## src/inc/bsld_regs.svh

```systemverilog
// Offsets, flag positions, reset values and cycle counts of the bit/shift/load datapath.
// Assumes inclusion by bare name from the package and the checker module.
`ifndef BSLD_REGS_SVH
`define BSLD_REGS_SVH

// Software port map: 32 working registers, then the processor flags register
`define BSLD_SW_AW        6
`define BSLD_NUM_WREGS    32
`define BSLD_OFS_FLAGS    6'h3F

// Processor flags register bit positions
`define BSLD_FLAG_C       0
`define BSLD_FLAG_Z       1
`define BSLD_FLAG_N       2
`define BSLD_FLAG_V       3
`define BSLD_FLAG_S       4
`define BSLD_FLAG_H       5
`define BSLD_FLAG_T       6
`define BSLD_FLAG_I       7

// Reset values
`define BSLD_FLAGS_RST    8'h00
`define BSLD_WREG_RST     8'h00

// Low byte index of each data pointer pair
`define BSLD_PTR_X_LO     5'h1A
`define BSLD_PTR_Y_LO     5'h1C
`define BSLD_PTR_Z_LO     5'h1E

// Execution length in clock cycles
`define BSLD_CYC_SHORT    1
`define BSLD_CYC_LONG     2

`endif

```

## src/inc/bsld_pkg.sv

```systemverilog
// Types shared by the datapath and its surroundings.
// Assumes bsld_regs.svh sits on the include path.
package bsld_pkg;
    `include "bsld_regs.svh"

    // Operations carried out by this slice
    typedef enum logic [4:0] {
        IO_BIT_SET_OP,
        IO_BIT_CLEAR_OP,
        LOGICAL_LEFT_SHIFT_OP,
        LOGICAL_RIGHT_SHIFT_OP,
        ROTATE_LEFT_CARRY_OP,
        ROTATE_RIGHT_CARRY_OP,
        ARITH_RIGHT_SHIFT_OP,
        BIT_TO_TRANSFER_FLAG_OP,
        TRANSFER_FLAG_TO_BIT_OP,
        SIGNED_FLAG_SET_OP,
        SIGNED_FLAG_CLEAR_OP,
        OVERFLOW_FLAG_SET_OP,
        OVERFLOW_FLAG_CLEAR_OP,
        HALF_CARRY_SET_OP,
        HALF_CARRY_CLEAR_OP,
        INDIRECT_LOAD_OP,
        DISPLACED_LOAD_OP
    } bsld_op_t;

    // Data pointer selection
    typedef enum logic [1:0] {
        PTR_X,
        PTR_Y,
        PTR_Z
    } bsld_ptr_t;

    // Addressing of an indirect load
    typedef enum logic [1:0] {
        ADDR_PLAIN,
        ADDR_POST_INC,
        ADDR_PRE_DEC
    } bsld_mode_t;

    // Sequencer states
    typedef enum logic {
        ST_IDLE,
        ST_WAIT
    } bsld_state_t;

    // One decoded instruction as handed over by the decoder
    typedef struct packed {
        bsld_op_t   op;
        logic [4:0] dst_idx;
        logic [4:0] src_idx;
        logic [2:0] bit_sel;
        logic [4:0] io_addr;
        bsld_ptr_t  ptr;
        bsld_mode_t mode;
        logic [5:0] disp;
    } bsld_cmd_t;
endpackage

```

## src/logic/bsld_datapath.sv

```systemverilog
// Bit, shift, flag and indirect-load execution slice of an 8-bit core, with its working registers
// and processor flags register. Assumes a decoder that holds each command for one cycle,
// an I/O space and a data memory that both return read data in the same cycle as the read strobe.
// What this block does
// - Setting an I/O bit forces that one bit of the I/O register to one in two cycles, flags untouched.
// - Clearing an I/O bit forces that one bit of the I/O register to zero in two cycles, flags untouched.
// - A logical left shift moves bits up, puts zero in bit 0 and updates Z, C, N and V in one cycle.
// - A logical right shift moves bits down, puts zero in bit 7 and updates Z, C, N and V in one cycle.
// - Rotate left puts old carry in bit 0 and old bit 7 in carry, updating Z, N and V, in one cycle.
// - Rotate right puts old carry in bit 7 and old bit 0 in carry, updating Z, N and V, in one cycle.
// - An arithmetic right shift moves bits down while bit 7 stays and updates Z, C, N and V in one cycle.
// - A bit store copies one source bit into the transfer flag and changes nothing else, in one cycle.
// - A bit load copies the transfer flag into one destination bit, flags unchanged, in one cycle.
// - Single-cycle operations set or clear the signed-test flag alone.
// - Single-cycle operations set or clear the overflow flag alone.
// - Single-cycle operations set or clear the half-carry flag alone.
// - A post-increment load reads memory at the pointer, then adds one to it, in two cycles, flags kept.
// - A pre-decrement load subtracts one from the pointer, then reads there, in two cycles, flags kept.
// - A displaced load reads at the Y or Z pointer plus displacement, pointer kept, in two cycles.
`timescale 1ns/10ps

module bsld_datapath
    import bsld_pkg::*;
#(
    parameter int DM_AW = 16,
    parameter int IO_AW = 5
)
(
    input  wire logic                     clk,
    input  wire logic                     reset_n,
    input  wire logic                     cmd_valid,
    input  wire bsld_cmd_t                cmd,
    output logic                          cmd_busy_r,
    output logic                          cmd_done_r,
    output logic [IO_AW-1:0]              io_addr_r,
    output logic                          io_rd_r,
    output logic                          io_wr_r,
    output logic [7:0]                    io_wdata_r,
    input  wire logic [7:0]               io_rdata,
    output logic [DM_AW-1:0]              dm_addr_r,
    output logic                          dm_rd_r,
    input  wire logic [7:0]               dm_rdata,
    input  wire logic [`BSLD_SW_AW-1:0]   sw_addr,
    input  wire logic [7:0]               sw_wdata,
    input  wire logic                     sw_wr,
    input  wire logic                     sw_rd,
    output logic [7:0]                    sw_rdata_r,
    output logic [7:0]                    flags_r
);

    // Pointers are register pairs; the address width must match them
    generate
        if (DM_AW != 16)
        begin : g_chk_dm
            $error("bsld_datapath: DM_AW must be 16");
        end
        // The command carries a 5-bit I/O address, so a wider port has nothing to fill it
        if (IO_AW < 1 || IO_AW > 5)
        begin : g_chk_io
            $error("bsld_datapath: IO_AW must be 1 to 5");
        end
    endgenerate

    logic [7:0]   wreg_r [`BSLD_NUM_WREGS];
    bsld_state_t  state_r;
    logic         pend_io_r;
    logic         pend_set_r;
    logic [2:0]   pend_bit_r;
    logic [4:0]   pend_dst_r;

    logic         accept;
    logic [7:0]   dst_val;
    logic [7:0]   src_val;
    logic [7:0]   res;
    logic         res_wr;
    logic [7:0]   flags_nxt;
    logic         flags_wr;
    logic         long_op;
    logic         refused;
    logic [4:0]   ptr_lo;
    logic [15:0]  ptr_val;
    logic [15:0]  ptr_nxt;
    logic         ptr_wr;
    logic [15:0]  ld_addr;
    logic [7:0]   bit_mask;
    logic [7:0]   io_bit_mask;

    // Commands are taken only while idle; a second one during a load or I/O access is dropped
    assign accept  = cmd_valid && (state_r == ST_IDLE);
    assign dst_val = wreg_r[cmd.dst_idx];
    assign src_val = wreg_r[cmd.src_idx];
    assign bit_mask = 8'h01 << cmd.bit_sel;
    assign io_bit_mask = 8'h01 << pend_bit_r;

    // Pointer pair selection and the load address
    always_comb
    begin
        case (cmd.ptr)
            PTR_X:   ptr_lo = `BSLD_PTR_X_LO;
            PTR_Y:   ptr_lo = `BSLD_PTR_Y_LO;
            PTR_Z:   ptr_lo = `BSLD_PTR_Z_LO;
            default: ptr_lo = `BSLD_PTR_Z_LO;
        endcase
        ptr_val = {wreg_r[ptr_lo + 5'h01], wreg_r[ptr_lo]};
        ptr_nxt = ptr_val;
        ptr_wr  = 1'b0;
        ld_addr = ptr_val;
        if (cmd.op == INDIRECT_LOAD_OP)
        begin
            case (cmd.mode)
                ADDR_POST_INC:
                begin
                    ptr_nxt = ptr_val + 16'h0001;
                    ptr_wr  = 1'b1;
                end
                ADDR_PRE_DEC:
                begin
                    ptr_nxt = ptr_val - 16'h0001;
                    ptr_wr  = 1'b1;
                    ld_addr = ptr_nxt;
                end
                default:
                begin
                    ptr_wr  = 1'b0;
                end
            endcase
        end
        else if (cmd.op == DISPLACED_LOAD_OP)
        begin
            ld_addr = ptr_val + {10'h000, cmd.disp};
        end
    end

    // Single-cycle results and flag updates
    always_comb
    begin
        res       = dst_val;
        res_wr    = 1'b0;
        flags_nxt = flags_r;
        flags_wr  = 1'b0;
        long_op   = 1'b0;
        refused   = 1'b0;
        case (cmd.op)
            IO_BIT_SET_OP, IO_BIT_CLEAR_OP, INDIRECT_LOAD_OP:
            begin
                long_op = 1'b1;
            end
            DISPLACED_LOAD_OP:
            begin
                // X has no displaced form; such a command is dropped without a done pulse
                refused = (cmd.ptr == PTR_X);
                long_op = !refused;
            end
            LOGICAL_LEFT_SHIFT_OP:
            begin
                res = {dst_val[6:0], 1'b0};
                flags_nxt[`BSLD_FLAG_C] = dst_val[7];
            end
            LOGICAL_RIGHT_SHIFT_OP:
            begin
                res = {1'b0, dst_val[7:1]};
                flags_nxt[`BSLD_FLAG_C] = dst_val[0];
            end
            ROTATE_LEFT_CARRY_OP:
            begin
                res = {dst_val[6:0], flags_r[`BSLD_FLAG_C]};
                flags_nxt[`BSLD_FLAG_C] = dst_val[7];
            end
            ROTATE_RIGHT_CARRY_OP:
            begin
                res = {flags_r[`BSLD_FLAG_C], dst_val[7:1]};
                flags_nxt[`BSLD_FLAG_C] = dst_val[0];
            end
            ARITH_RIGHT_SHIFT_OP:
            begin
                res = {dst_val[7], dst_val[7:1]};
                flags_nxt[`BSLD_FLAG_C] = dst_val[0];
            end
            BIT_TO_TRANSFER_FLAG_OP:
            begin
                flags_nxt[`BSLD_FLAG_T] = |(src_val & bit_mask);
                flags_wr = 1'b1;
            end
            TRANSFER_FLAG_TO_BIT_OP:
            begin
                res = flags_r[`BSLD_FLAG_T] ? (dst_val | bit_mask) : (dst_val & ~bit_mask);
                res_wr = 1'b1;
            end
            SIGNED_FLAG_SET_OP, SIGNED_FLAG_CLEAR_OP:
            begin
                flags_nxt[`BSLD_FLAG_S] = (cmd.op == SIGNED_FLAG_SET_OP);
                flags_wr = 1'b1;
            end
            OVERFLOW_FLAG_SET_OP, OVERFLOW_FLAG_CLEAR_OP:
            begin
                flags_nxt[`BSLD_FLAG_V] = (cmd.op == OVERFLOW_FLAG_SET_OP);
                flags_wr = 1'b1;
            end
            HALF_CARRY_SET_OP, HALF_CARRY_CLEAR_OP:
            begin
                flags_nxt[`BSLD_FLAG_H] = (cmd.op == HALF_CARRY_SET_OP);
                flags_wr = 1'b1;
            end
            default:
            begin
                refused = 1'b1;
            end
        endcase
        // Shared Z, N and V for the five shifts; S and H are left alone
        if (cmd.op inside {LOGICAL_LEFT_SHIFT_OP, LOGICAL_RIGHT_SHIFT_OP, ROTATE_LEFT_CARRY_OP,
                           ROTATE_RIGHT_CARRY_OP, ARITH_RIGHT_SHIFT_OP})
        begin
            res_wr = 1'b1;
            flags_wr = 1'b1;
            flags_nxt[`BSLD_FLAG_Z] = (res == 8'h00);
            flags_nxt[`BSLD_FLAG_N] = res[7];
            flags_nxt[`BSLD_FLAG_V] = res[7] ^ flags_nxt[`BSLD_FLAG_C];
        end
    end

    // Sequencer: long operations spend one extra cycle waiting for read data
    always_ff @(posedge clk or negedge reset_n)
    begin
        if (!reset_n)
        begin
            state_r    <= ST_IDLE;
            cmd_busy_r <= 1'b0;
            cmd_done_r <= 1'b0;
        end
        else
        begin
            cmd_done_r <= 1'b0;
            case (state_r)
                ST_IDLE:
                begin
                    if (accept && long_op)
                    begin
                        state_r    <= ST_WAIT;
                        cmd_busy_r <= 1'b1;
                    end
                    else if (accept && !refused)
                    begin
                        cmd_done_r <= 1'b1;
                    end
                end
                ST_WAIT:
                begin
                    state_r    <= ST_IDLE;
                    cmd_busy_r <= 1'b0;
                    cmd_done_r <= 1'b1;
                end
                default:
                begin
                    state_r    <= ST_IDLE;
                    cmd_busy_r <= 1'b0;
                end
            endcase
        end
    end

    // Pending long-operation context
    always_ff @(posedge clk or negedge reset_n)
    begin
        if (!reset_n)
        begin
            pend_io_r  <= 1'b0;
            pend_set_r <= 1'b0;
            pend_bit_r <= 3'h0;
            pend_dst_r <= 5'h00;
        end
        else if (accept && long_op)
        begin
            pend_io_r  <= (cmd.op == IO_BIT_SET_OP) || (cmd.op == IO_BIT_CLEAR_OP);
            pend_set_r <= (cmd.op == IO_BIT_SET_OP);
            pend_bit_r <= cmd.bit_sel;
            pend_dst_r <= cmd.dst_idx;
        end
    end

    // I/O read-modify-write: read in the first cycle, write back the altered bit in the second
    always_ff @(posedge clk or negedge reset_n)
    begin
        if (!reset_n)
        begin
            io_addr_r  <= '0;
            io_rd_r    <= 1'b0;
            io_wr_r    <= 1'b0;
            io_wdata_r <= 8'h00;
        end
        else
        begin
            io_rd_r <= 1'b0;
            io_wr_r <= 1'b0;
            if (accept && ((cmd.op == IO_BIT_SET_OP) || (cmd.op == IO_BIT_CLEAR_OP)))
            begin
                io_addr_r <= cmd.io_addr[IO_AW-1:0];
                io_rd_r   <= 1'b1;
            end
            if (state_r == ST_WAIT && pend_io_r)
            begin
                io_wr_r <= 1'b1;
                if (pend_set_r)
                begin
                    io_wdata_r <= io_rdata | io_bit_mask;
                end
                else
                begin
                    io_wdata_r <= io_rdata & ~io_bit_mask;
                end
            end
        end
    end

    // Data memory read strobe and address
    always_ff @(posedge clk or negedge reset_n)
    begin
        if (!reset_n)
        begin
            dm_addr_r <= '0;
            dm_rd_r   <= 1'b0;
        end
        else
        begin
            dm_rd_r <= 1'b0;
            if (accept && long_op && (cmd.op == INDIRECT_LOAD_OP || cmd.op == DISPLACED_LOAD_OP))
            begin
                dm_addr_r <= ld_addr;
                dm_rd_r   <= 1'b1;
            end
        end
    end

    // Working registers; datapath writes come after software writes so they win
    always_ff @(posedge clk or negedge reset_n)
    begin
        if (!reset_n)
        begin
            for (int i = 0; i < `BSLD_NUM_WREGS; i++)
            begin
                wreg_r[i] <= `BSLD_WREG_RST;
            end
        end
        else
        begin
            if (sw_wr && sw_addr < 6'(`BSLD_NUM_WREGS))
            begin
                wreg_r[sw_addr[4:0]] <= sw_wdata;
            end
            if (accept && ptr_wr)
            begin
                wreg_r[ptr_lo]         <= ptr_nxt[7:0];
                wreg_r[ptr_lo + 5'h01] <= ptr_nxt[15:8];
            end
            if (accept && res_wr)
            begin
                wreg_r[cmd.dst_idx] <= res;
            end
            // Loaded byte lands last, so it beats a pointer update to the same register
            if (state_r == ST_WAIT && !pend_io_r)
            begin
                wreg_r[pend_dst_r] <= dm_rdata;
            end
        end
    end

    // Processor flags register; loads and I/O bit operations never touch it
    always_ff @(posedge clk or negedge reset_n)
    begin
        if (!reset_n)
        begin
            flags_r <= `BSLD_FLAGS_RST;
        end
        else if (accept && flags_wr)
        begin
            flags_r <= flags_nxt;
        end
        else if (sw_wr && sw_addr == `BSLD_OFS_FLAGS)
        begin
            flags_r <= sw_wdata;
        end
    end

    // Software read data, valid in the cycle after the read strobe only
    always_ff @(posedge clk or negedge reset_n)
    begin
        if (!reset_n)
        begin
            sw_rdata_r <= 8'h00;
        end
        else if (sw_rd && sw_addr < 6'(`BSLD_NUM_WREGS))
        begin
            sw_rdata_r <= wreg_r[sw_addr[4:0]];
        end
        else if (sw_rd && sw_addr == `BSLD_OFS_FLAGS)
        begin
            sw_rdata_r <= flags_r;
        end
        else
        begin
            sw_rdata_r <= 8'h00;  // Unmapped or idle reads as zero
        end
    end

endmodule

```

## config.mk

```make
export PLATFORM = sky130hd
export DESIGN_NAME = bsld_datapath
export DESIGN_NICKNAME = d
export VERILOG_FILES = /design/src/inc/bsld_pkg.sv /design/src/logic/bsld_datapath.sv
export VERILOG_INCLUDE_DIRS = /design/src /design/src/inc
export SDC_FILE = /design/constraint.sdc
export NUM_CORES = 1
export LEC_CHECK = 0
export BUFFER_PORTS_ARGS = -buffer_cell sky130_fd_sc_hd__buf_2
export CAP_MARGIN = 15
export CORE_ASPECT_RATIO = 0.75
export CORE_MARGIN = 2
export CORE_UTILIZATION = 30
export CTS_CLUSTER_SIZE = 14
export DETAILED_ROUTE_END_ITERATION = 10
export HOLD_SLACK_MARGIN = 0.05
export PLACE_DENSITY_LB_ADDON = 0.3
export SLEW_MARGIN = 20
export SYNTH_ARGS = -nofsm -noshare
export SYNTH_HDL_FRONTEND = slang
export SYNTH_SLANG_ARGS = --single-unit
```

## constraint.sdc

```tcl
create_clock -name clk -period 3.4 [get_ports clk]
set_input_delay 0.51 -clock clk [delete_from_list [all_inputs] [get_ports clk]]
set_output_delay 0.51 -clock clk [all_outputs]
set_load 0.02 [all_outputs]
```

# Word level (Yosys, flattened, before mapping)
# Cells that the tools add are included.
dict set report op_classes {
  magnitude_cmp 12
  eq_ne 26
  reduce_logical 45
  n_shift 2
  bitwise 16
  muxes 71
  addsub 4
}
# cell n
set ops {}
lappend ops {{bitwise mux 256 bit} 5}
lappend ops {{2-to-1 mux 256 bit} 4}
lappend ops {{binary-select mux 8 bit (select 5 bit)} 5}
lappend ops {{demux 8 bit (select 5 bit)} 5}
lappend ops {{2-to-1 mux 8 bit} 19}
lappend ops {{2-to-1 mux 16 bit} 4}
lappend ops {{one-hot mux 8 bit (6 select lines)} 1}
lappend ops {{== test 5 x 4 -> 1 bit (second input constant)} 8}
lappend ops {{>= comparator 6 bit (second input constant)} 6}
lappend ops {{NOT 5 -> 6 bit} 6}
lappend ops {{one-hot mux 16 bit (2 select lines)} 1}
lappend ops {{< comparator 6 x 1 -> 1 bit (second input constant)} 5}
lappend ops {{AND 8 bit} 3}
lappend ops {{== test 5 x 3 -> 1 bit (second input constant)} 4}
lappend ops {{logical AND 1 bit} 19}
lappend ops {{2-to-1 mux 1 bit} 17}
lappend ops {{adder 16 x 1 -> 16 bit (second input constant)} 1}
lappend ops {{adder 16 x 6 -> 16 bit} 1}
lappend ops {{NOT 8 bit} 2}
lappend ops {{OR 8 bit} 2}
lappend ops {{OR reduction 16 bit} 1}
lappend ops {{<< shifter 1 x 3 -> 8 bit (first input constant)} 2}
lappend ops {{subtractor 16 x 1 -> 16 bit (second input constant)} 1}
lappend ops {{2-to-1 mux 7 bit} 2}
lappend ops {{28 further kinds} 52}
dict set report totals {
  register_bits 317
  in_bits 68
}

# Longest topological paths before layout
# Gate-level depths: netlist of run 1.
dict set report logic_depth {
  ltp_word 17
  mapped_depth 16
}

# Worst setup path before layout of run 1
# Ideal clock, no wire load.
dict set report synth_timing {
  path_kind {input port to flip-flop}
  start {in cmd[9] (netlist name)}
  end {reg dm_addr_r[14]}
  path_buffers 2
  setup_time_ps 137
  slack_ps 72
  required_ps 3263
  stages 16
  arrival_ps 3191
  path_cell_list {buf_2 buf_2 nand2_1 o21a_1 inv_1 ha_1 inv_1 fa_1 nor2b_1 o21a_1 o21ai_0 a211oi_1 nand3_1 xor2_1 o22ai_1 a21oi_1}
}
dict set report synth_between {
  elab_chain_len 10
}
# item line_no
set synth_lines {}
lappend synth_lines {{start, declared} bsld_datapath.sv:32} ;# input wire bsld_cmd_t cmd,
lappend synth_lines {{== test 2 x 1 -> 1 bit / zero test 2 bit (equally long branches)} {bsld_datapath.sv:98, bsld_datapath.sv:151}}
lappend synth_lines {{one-hot mux 3 bit (2 select lines)} bsld_datapath.sv:98} ;# case (cmd.ptr)
lappend synth_lines {{adder 4 x 2 -> 5 bit} --}
lappend synth_lines {{NOT 5 -> 6 bit} --}
lappend synth_lines {{binary-select mux 8 bit (select 5 bit)} bsld_datapath.sv:104} ;# ptr_val = {wreg_r[ptr_lo + 5'h01], wreg_r[ptr_lo]};
lappend synth_lines {{2-to-1 mux 8 bit (not written as such) (2 in a row)} bsld_datapath.sv:104}
lappend synth_lines {{adder 16 x 6 -> 16 bit / subtractor 16 x 1 -> 16 bit (equally long branches)} {bsld_datapath.sv:130, bsld_datapath.sv:118}}
lappend synth_lines {{2-to-1 mux 16 bit, on equally long branches} {bsld_datapath.sv:128, bsld_datapath.sv:110}}
lappend synth_lines {{2-to-1 mux 16 bit} bsld_datapath.sv:108} ;# if (cmd.op == INDIRECT_LOAD_OP)
lappend synth_lines {{end signal, assigned} bsld_datapath.sv:327} ;# dm_addr_r <= ld_addr;
lappend synth_lines {{end, declared} bsld_datapath.sv:40} ;# output logic [DM_AW-1:0] dm_addr_r,
# Parallel ways exist; a longest one is shown, timed or not. The select of a mux whose other input is x is not followed.
# A chain may end at the register's enable or synchronous reset.

# Worst setup path after layout of run 1
dict set report layout_timing {
  start {reg wreg_r[131] (netlist name)}
  end {reg wreg_r[236] (netlist name)}
}
dict set report layout_between {
  elab_chain_len 13
}
# item line_no
set layout_lines {}
lappend layout_lines {{start, declared} bsld_datapath.sv:64} ;# logic [7:0] wreg_r [`BSLD_NUM_WREGS];
lappend layout_lines {{start signal, assigned by index} bsld_datapath.sv:340} ;# wreg_r[i] <= `BSLD_WREG_RST;
lappend layout_lines {{start signal, assigned by index} bsld_datapath.sv:347} ;# wreg_r[sw_addr[4:0]] <= sw_wdata;
lappend layout_lines {{start signal, assigned by index} bsld_datapath.sv:351} ;# wreg_r[ptr_lo] <= ptr_nxt[7:0];
lappend layout_lines {{binary-select mux 8 bit (select 5 bit)} bsld_datapath.sv:104}
lappend layout_lines {{2-to-1 mux 8 bit (not written as such) (2 in a row)} bsld_datapath.sv:104}
lappend layout_lines {{subtractor 16 x 1 -> 16 bit / adder 16 x 1 -> 16 bit (equally long branches)} {bsld_datapath.sv:118, bsld_datapath.sv:113}}
lappend layout_lines {{one-hot mux 16 bit (2 select lines)} bsld_datapath.sv:110} ;# case (cmd.mode)
lappend layout_lines {{2-to-1 mux 16 bit} bsld_datapath.sv:108}
lappend layout_lines {{bitwise mux 256 bit} bsld_datapath.sv:351}
lappend layout_lines {{bitwise mux 256 bit} bsld_datapath.sv:352} ;# wreg_r[ptr_lo + 5'h01] <= ptr_nxt[15:8];
lappend layout_lines {{2-to-1 mux 256 bit} bsld_datapath.sv:349} ;# if (accept && ptr_wr)
lappend layout_lines {{bitwise mux 256 bit} bsld_datapath.sv:356} ;# wreg_r[cmd.dst_idx] <= res;
lappend layout_lines {{2-to-1 mux 256 bit (*)} bsld_datapath.sv:354} ;# if (accept && res_wr)
lappend layout_lines {{bitwise mux 256 bit} bsld_datapath.sv:361} ;# wreg_r[pend_dst_r] <= dm_rdata;
lappend layout_lines {{2-to-1 mux 256 bit (*)} bsld_datapath.sv:359} ;# if (state_r == ST_WAIT && !pend_io_r)
# Mark *: on every way between the ends. The rest lies on a longest branch, timed or not. The select of a mux whose other input is x is not followed.

==> flow_metrics.env, run 1 <==
export IMPL_start_util_pct=30.2
export IMPL_grt_overflow=0
export IMPL_leakage_nw=13.9
export IMPL_syn_inst=2802
export IMPL_gp_congestion=1.08
export IMPL_layout_commonest_cell="nand2_1"
export IMPL_powerDensity_mw_per_mm2=585
export IMPL_fp_dieW_um=350
export IMPL_ios=118
export IMPL_synthFlopType="dfrtp_1"
export IMPL_htreeDepth=2
export IMPL_design_core_area_mm2=0.0891
export IMPL_antenna_left=0
export IMPL_yosysSeqAreaShare_pct=29.5
export IMPL_hold_violations=0
export IMPL_grt_use_total_pct=28.8
export IMPL_drc=0
export IMPL_clkTransAtPathRegs_ns=0.06
export IMPL_post_drt_wl_per_cell_um=32.2
export IMPL_std_cell_rows=95
export IMPL_antenna_found_initial=3
export IMPL_synth_nets=2882
export IMPL_power_total_mw=18.9
export IMPL_yosysTopAreaCell="dfrtp_1"
export IMPL_async_reset_ff_share_pct=100
export IMPL_setup_viol=0
export IMPL_clk_latency_ns=0.58
export IMPL_crit_family="simple AND/OR/NAND/NOR gates"
export IMPL_ys_ff_latch=317
export IMPL_cp_num_buf_inv=3
export IMPL_fin_crit_ns=3.14
export IMPL_cpMaxStageDelayCell="or4_1"
export IMPL_syn_area_per_cell_um2=9.60
export IMPL_final_cell_mix="nand2_1 (358), dfrtp_1 (316), mux2i_1 (304)"
export IMPL_fin_crit_sh_pct=92.5
export IMPL_worstSetupPathType="reg -> reg"
export IMPL_path_common_cell="buf_4"
export IMPL_n_fill_cell=8982
export IMPL_cts_tree="built"
export IMPL_syn_cell_area_mm2=0.0269
export IMPL_synth_edff_count=0
export IMPL_critPathLaunchType="flip-flop"
export IMPL_grt_pass1_wl_um=191000
export IMPL_drtPass1Iterations=6
export IMPL_critPathCaptureType="flip-flop"
export IMPL_ys_types=88
export IMPL_nNetsFinal=3114
export IMPL_critical_path_arrival_ns=3.59
export IMPL_min_path_type="in -> reg"
export IMPL_root_buffer="clkbuf_16"
export IMPL_crit_fanout=26
export IMPL_yosys_top_cells_area="dfrtp_1 (30%), mux2_2 (12%), mux4_2 (11%), mux2i_1 (11%), nand2_1 (5.0%)"
export IMPL_dp_hpwl_um=100000
export IMPL_drt_iter0_markers=3972
export IMPL_critPathMaxStageDelay_ns=0.60
export IMPL_cts_sinks=317
export IMPL_rsz0062_at_grt="false"
export IMPL_numCtsBuffers=39
export IMPL_finClkSkew_ns=0.0198
export IMPL_worst_pin_slew_ns=1.21
export IMPL_synth_top_area_share_pct=29.5
export IMPL_grt_pass1_vias=24200
export IMPL_yosys_warnings=0
export IMPL_cts_max_path_buffers=3
export IMPL_via_per_inst=6.24
export IMPL_drive_gt1_share_pct=31.9
export IMPL_fin_tns_setup_ns=0
export IMPL_multi_input_area_mm2=0.0178
export IMPL_vias=26400
export IMPL_status="complete, no violations"
export IMPL_cap_violations=0
export IMPL_crit_required_ns=3.85
export IMPL_grt_max_degree=87
export IMPL_fp_dieH_um=263
export IMPL_syn_to_final_growth_pct=20.0
export IMPL_dieArea_mm2=0.0921
export IMPL_seq_area_mm2=0.00793
export IMPL_max_freq_mhz=318
export IMPL_io_buffers=117
export IMPL_cp_cell_sequence="mux2i_1, buf_4, o22ai_1, or4_1, nor2_1, buf_4, a2bb2oi_1, o311a_1, buf_12, o21ai_0, mux2_2"
export IMPL_maxSlewViolCount=0
export IMPL_wl_um=136000
export IMPL_max_vdd_ir_drop_uv=300
export IMPL_slew_headroom_pct=19.3
==> cells in the mapped netlist (8+ instances only) <==
cell      instances
a211oi_1         67
a21oi_1         118
mux4_2          137
dfrtp_1         317
ha_1             11
mux2_2          281
xor2_1            8
buf_1            27
o21ai_1          11
xnor2_1          24
inv_1            23
a221o_1          18
a22oi_1          20
o21a_1           24
nand2_1         358
nor4_1           21
nor3_1           25
buf_6             8
nand4_1           9
nor3b_1          11
a221oi_1         16
nor2_1          100
o211ai_1         35
nand3b_1          8
and3_1           77
a21o_1           11
o22ai_1          68
nor2b_1          20
o21ai_0         187
buf_2            54
a22o_1           18
nand2b_1         14
a31oi_1          11
nand3_1          78
mux2i_1         304
clkbuf_1        167
==> area by class of cell <==
class                      count  area share (%)
antenna                        1         0.00775
clock buffer                  55            3.47
clock inverter                14           0.492
inverter                      28           0.333
multi-input combinational   2191            55.1
sequential                   317            24.6
tap                         1164            4.51
timing repair buffer         457            11.5
==> worst paths after layout <==
kind                                                   to  depth (start not counted)                     start  slack [ns]
worst max-delay path                wreg_r[236]$_DFF_PN0_                         11     wreg_r[131]$_DFF_PN0_        0.26
worst min-delay path             io_addr_r[1]$_DFFE_PN0P_                          2                   cmd[11]        0.17
worst max register to register      wreg_r[236]$_DFF_PN0_                         11     wreg_r[131]$_DFF_PN0_        0.26
worst min register to register   dm_addr_r[3]$_DFFE_PN0P_                          2  dm_addr_r[3]$_DFFE_PN0P_        0.47
max in group asynchronous            wreg_r[40]$_DFF_PN0_                          3                   reset_n        1.91
min in group asynchronous       dm_addr_r[13]$_DFFE_PN0P_                          2                   reset_n        0.58
==> registers in the layout, summed over array words and instances, names as in the netlist <==
name / flops
cmd_done_r: 1
pend_dst_r: 5
io_wr_r: 1
dm_addr_r: 16
pend_io_r: 1
io_rd_r: 1
dm_rd_r: 1
state_r: 1
io_wdata_r: 8
wreg_r: 256
pend_bit_r: 3
cmd_busy_r: 1
sw_rdata_r: 8
pend_set_r: 1
flags_r: 8
io_addr_r: 5
==> cell families after synthesis <==
logic type / Yosys count / share of synthesized area [%]
AO/OA/AOI/OAI: 654 / 15.7
XOR/XNOR: 32 / 1.04
adder cells (fa/ha/maj): 12 / 0.586
buffers and inverters: 294 / 4.68
flip-flops: 317 / 29.5
multiplexers: 726 / 34.8
AND/OR/NAND/NOR: 767 / 13.7
==> layer usage <==
metal | global-route usage, % | routed length (µm)
met5 | 0 | 17
met4 | 8.73 | 4660
met3 | 8.66 | 17000
met2 | 40.7 | 56100
met1 | 41.8 | 58500
==> per-stage QoR <==
stage / hold WS [ns] / instances / util (%) / area [µm²] / setup slack, ns
after global placement: 0.457 / 4154 / 34.7 / 30900 / -0.136
after floorplan: 0.214 / 2802 / - / 26900 / 0.0723
after global routing: 0.172 / 4226 / 36.2 / 32300 / 0.0721
after detailed placement: 0.465 / 4154 / 34.7 / 30900 / -0.122
after CTS: 0.149 / 4224 / 36.2 / 32200 / 0.0973
final: 0.172 / 4227 / 36.2 / 32300 / 0.256
==> power by group <==
| part | leakage [nW] | switching, mW | internal, mW |
|---|---|---|---|
| combinational | 9.36 | 4.25 | 3.72 |
| clock | 0.629 | 1.84 | 2.53 |
| sequential | 3.95 | 1.77 | 4.78 |
==> timing repair <==
item / 4_1_cts / 5_1_grt
hold buffers: 1 / 0
endpoints found under the setup margin: 0 / 3
setup buffers: 0 / 1
resized for setup: 0 / 2
hold endpoints to repair: 56 / 0
(Power assumes the default switching activity.)
==> run 2: changes to the inputs <==
--- a/config.mk
+++ b/config.mk
@@ -11,6 +11,7 @@
 export CORE_ASPECT_RATIO = 0.75
 export CORE_MARGIN = 2
 export CORE_UTILIZATION = 30
+export CTS_BUF_LIST = sky130_fd_sc_hd__clkbuf_4
 export CTS_CLUSTER_SIZE = 14
 export DETAILED_ROUTE_END_ITERATION = 10
 export HOLD_SLACK_MARGIN = 0.05
==> run 2 against run 1 <==
  * Sequential power barely moved
  * Highest routed layer unchanged
  * Final area rose by 0.33%
  * Clock-buffer cell count rose by 87
  * Largest power group unchanged
  * Clock power fell by 12%
  * Maximum frequency fell by 5.4%
  * First-iteration DRC count fell by 4.4%
  * Largest cell class unchanged
  * Sequential cell count did not move
  * Global-route usage rose by 0.28 points
  * Cell count rose by 2.6%
  * Hold slack got worse by 0.052 ns
  * Routed wire length rose by 0.41%
==> flow_metrics.env, run 2 (synthesized netlist as in run 1, its figures left out) <==
export IMPL_syn_to_final_growth_pct=20.4
export IMPL_design_core_area_mm2=0.0891
export IMPL_final_cell_mix="nand2_1 (358), dfrtp_1 (316), mux2i_1 (304)"
export IMPL_maxSlewViolCount=0
export IMPL_fin_crit_sh_pct=97.7
export IMPL_crit_fanout=17
export IMPL_holdPathEnd="flags_r[5]$_DFFE_PN0P_"
export IMPL_grt_overflow=0
export IMPL_slew_headroom_pct=17.7
export IMPL_rsz0062_at_grt="false"
export IMPL_post_drt_wl_per_cell_um=31.6
export IMPL_power_total_mw=18.4
export IMPL_io_buffers=117
export IMPL_std_cell_rows=95
export IMPL_via_per_inst=6.22
export IMPL_grt_max_degree=87
export IMPL_drc=0
export IMPL_dp_hpwl_um=100000
export IMPL_powerDensity_mw_per_mm2=568
export IMPL_top_regs="wreg_r x256, dm_addr_r x16"
export IMPL_grt_pass1_vias=24800
export IMPL_max_freq_mhz=301
export IMPL_critical_path_arrival_ns=4.13
export IMPL_dieArea_mm2=0.0921
export IMPL_utilization_pct=36.3
export IMPL_critPathLaunchType="input port"
export IMPL_clk_latency_ns=0.94
export IMPL_cts_max_path_buffers=3
export IMPL_hold_depth=3
export IMPL_critPathCaptureType="flip-flop"
export IMPL_drt_iter0_markers=3799
export IMPL_layout_commonest_cell="nand2_1"
export IMPL_hold_violations=0
export IMPL_grt_pass1_wl_um=192000
export IMPL_vias=27000
export IMPL_setup_viol=0
export IMPL_start_util_pct=30.2
export IMPL_cts_tree="built"
export IMPL_antenna_found_initial=8
export IMPL_grt_use_total_pct=29.1
export IMPL_nNetsFinal=3189
export IMPL_largest_register="wreg_r"
export IMPL_clkTransAtPathRegs_ns=0.06
export IMPL_worstSetupPathType="in -> reg"
export IMPL_ios=118
export IMPL_max_vdd_ir_drop_uv=220
export IMPL_fp_dieW_um=350
export IMPL_antenna_left=0
export IMPL_min_path_type="in -> reg"
export IMPL_fp_dieH_um=263
export IMPL_ff2ff_path_depth=11
export IMPL_crit_required_ns=4.21
export IMPL_leakage_nw=14.1
export IMPL_status="complete, no violations"
export IMPL_fin_crit_ns=3.32
export IMPL_drtPass1Iterations=8
export IMPL_min_from="cmd[30]"
export IMPL_root_buffer="clkbuf_4"
export IMPL_r2r_end="wreg_r[163]$_DFF_PN0_"
export IMPL_cts_sinks=317
export IMPL_finClkSkew_ns=0.0642
export IMPL_reg2reg_from="wreg_r[131]$_DFF_PN0_"
export IMPL_numCtsBuffers=93
export IMPL_worst_pin_slew_ns=1.24
export IMPL_cap_violations=0
export IMPL_drive_gt1_share_pct=33.6
export IMPL_reg2reg_slack_ns=0.24
export IMPL_gp_congestion=1.08
export IMPL_largest_reg_flops=256
export IMPL_wl_um=137000
export IMPL_htreeDepth=3
run 2: cell count changes in the layout (fill, tap and decap cells not counted), sizes merged:
cell | previous run | this run
clkbuf | 55 | 142
dlygate4sd3 | 1 | 22
diode | 1 | 6
clkinv | 11 | 9
bufinv | 3 | 2
clkinvlp | 1 | 0
run 2: final cells by class:
| type | count | area [µm²] |
|---|---|---|
| antenna | 6 | 15.0 |
| clock inverter | 10 | 93.8 |
| sequential | 317 | 7930 |
| clock buffer | 142 | 1070 |
| inverter | 28 | 108 |
| fill | 9034 | 56800 |
| tap | 1164 | 1460 |
| multi-input combinational | 2191 | 17800 |
| timing repair buffer | 478 | 3940 |
run 2: what timing repair did:
item	CTS	global route
endpoints found under the hold margin	106	0
gates resized for setup	0	2
endpoints found under the setup margin	0	3
hold buffers	22	0
buffers inserted	0	1
run 2: worst max-delay path, cell delays in order:
cell,delay [ns]
dlygate4sd3_1,0.53
buf_2,0.22
or4b_2,0.87
o22ai_1,0.51
nor4_1,0.14
buf_4,0.18
a21oi_1,0.22
a211oi_1,0.10
o21a_1,0.16
buf_4,0.22
mux2_2,0.29
mux2i_1,0.15
run 2: power by group:
part	internal, mW	switching (mW)	total [mW]
registers	4.78	1.79	6.57
logic	3.73	4.25	7.98
clock network	2.02	1.81	3.83
run 2: how the worst max path moves through the flow:
stage	slack, ns	from	end
global route	0.09	wreg_r[24]$_DFF_PN0_	dm_addr_r[14]$_DFFE_PN0P_
detailed placement	-0.12	cmd[25]	wreg_r[231]$_DFF_PN0_
floorplan	0.07	cmd[9]	dm_addr_r[14]$_DFFE_PN0P_
global placement	-0.14	cmd[25]	wreg_r[103]$_DFF_PN0_
CTS	0.10	wreg_r[40]$_DFF_PN0_	dm_addr_r[14]$_DFFE_PN0P_
finish	0.08	cmd[25]	wreg_r[231]$_DFF_PN0_
run 2: per-layer routing:
layer  wire length (µm)  GRT usage [%]  vias up
met2              56400           40.8     1835
met1              58700           41.9    13600
met5                  8              0        -
met3              17300           9.09      269
met4               4380           9.82        2
li1                   -              -    11300
run 2: metrics by stage:
step                std cells  hold WS [ns]  setup TNS [ns]  area, µm²  setup WS, ns
floorplan                2802         0.214               0      26900        0.0723
global placement         4154         0.457           -6.50      30900        -0.136
detailed placement       4154         0.465           -6.56      30900        -0.122
CTS                      4328        0.0526               0      32300         0.101
global route             4333         0.122               0      32400        0.0865
finish                   4336         0.119               0      32400        0.0774
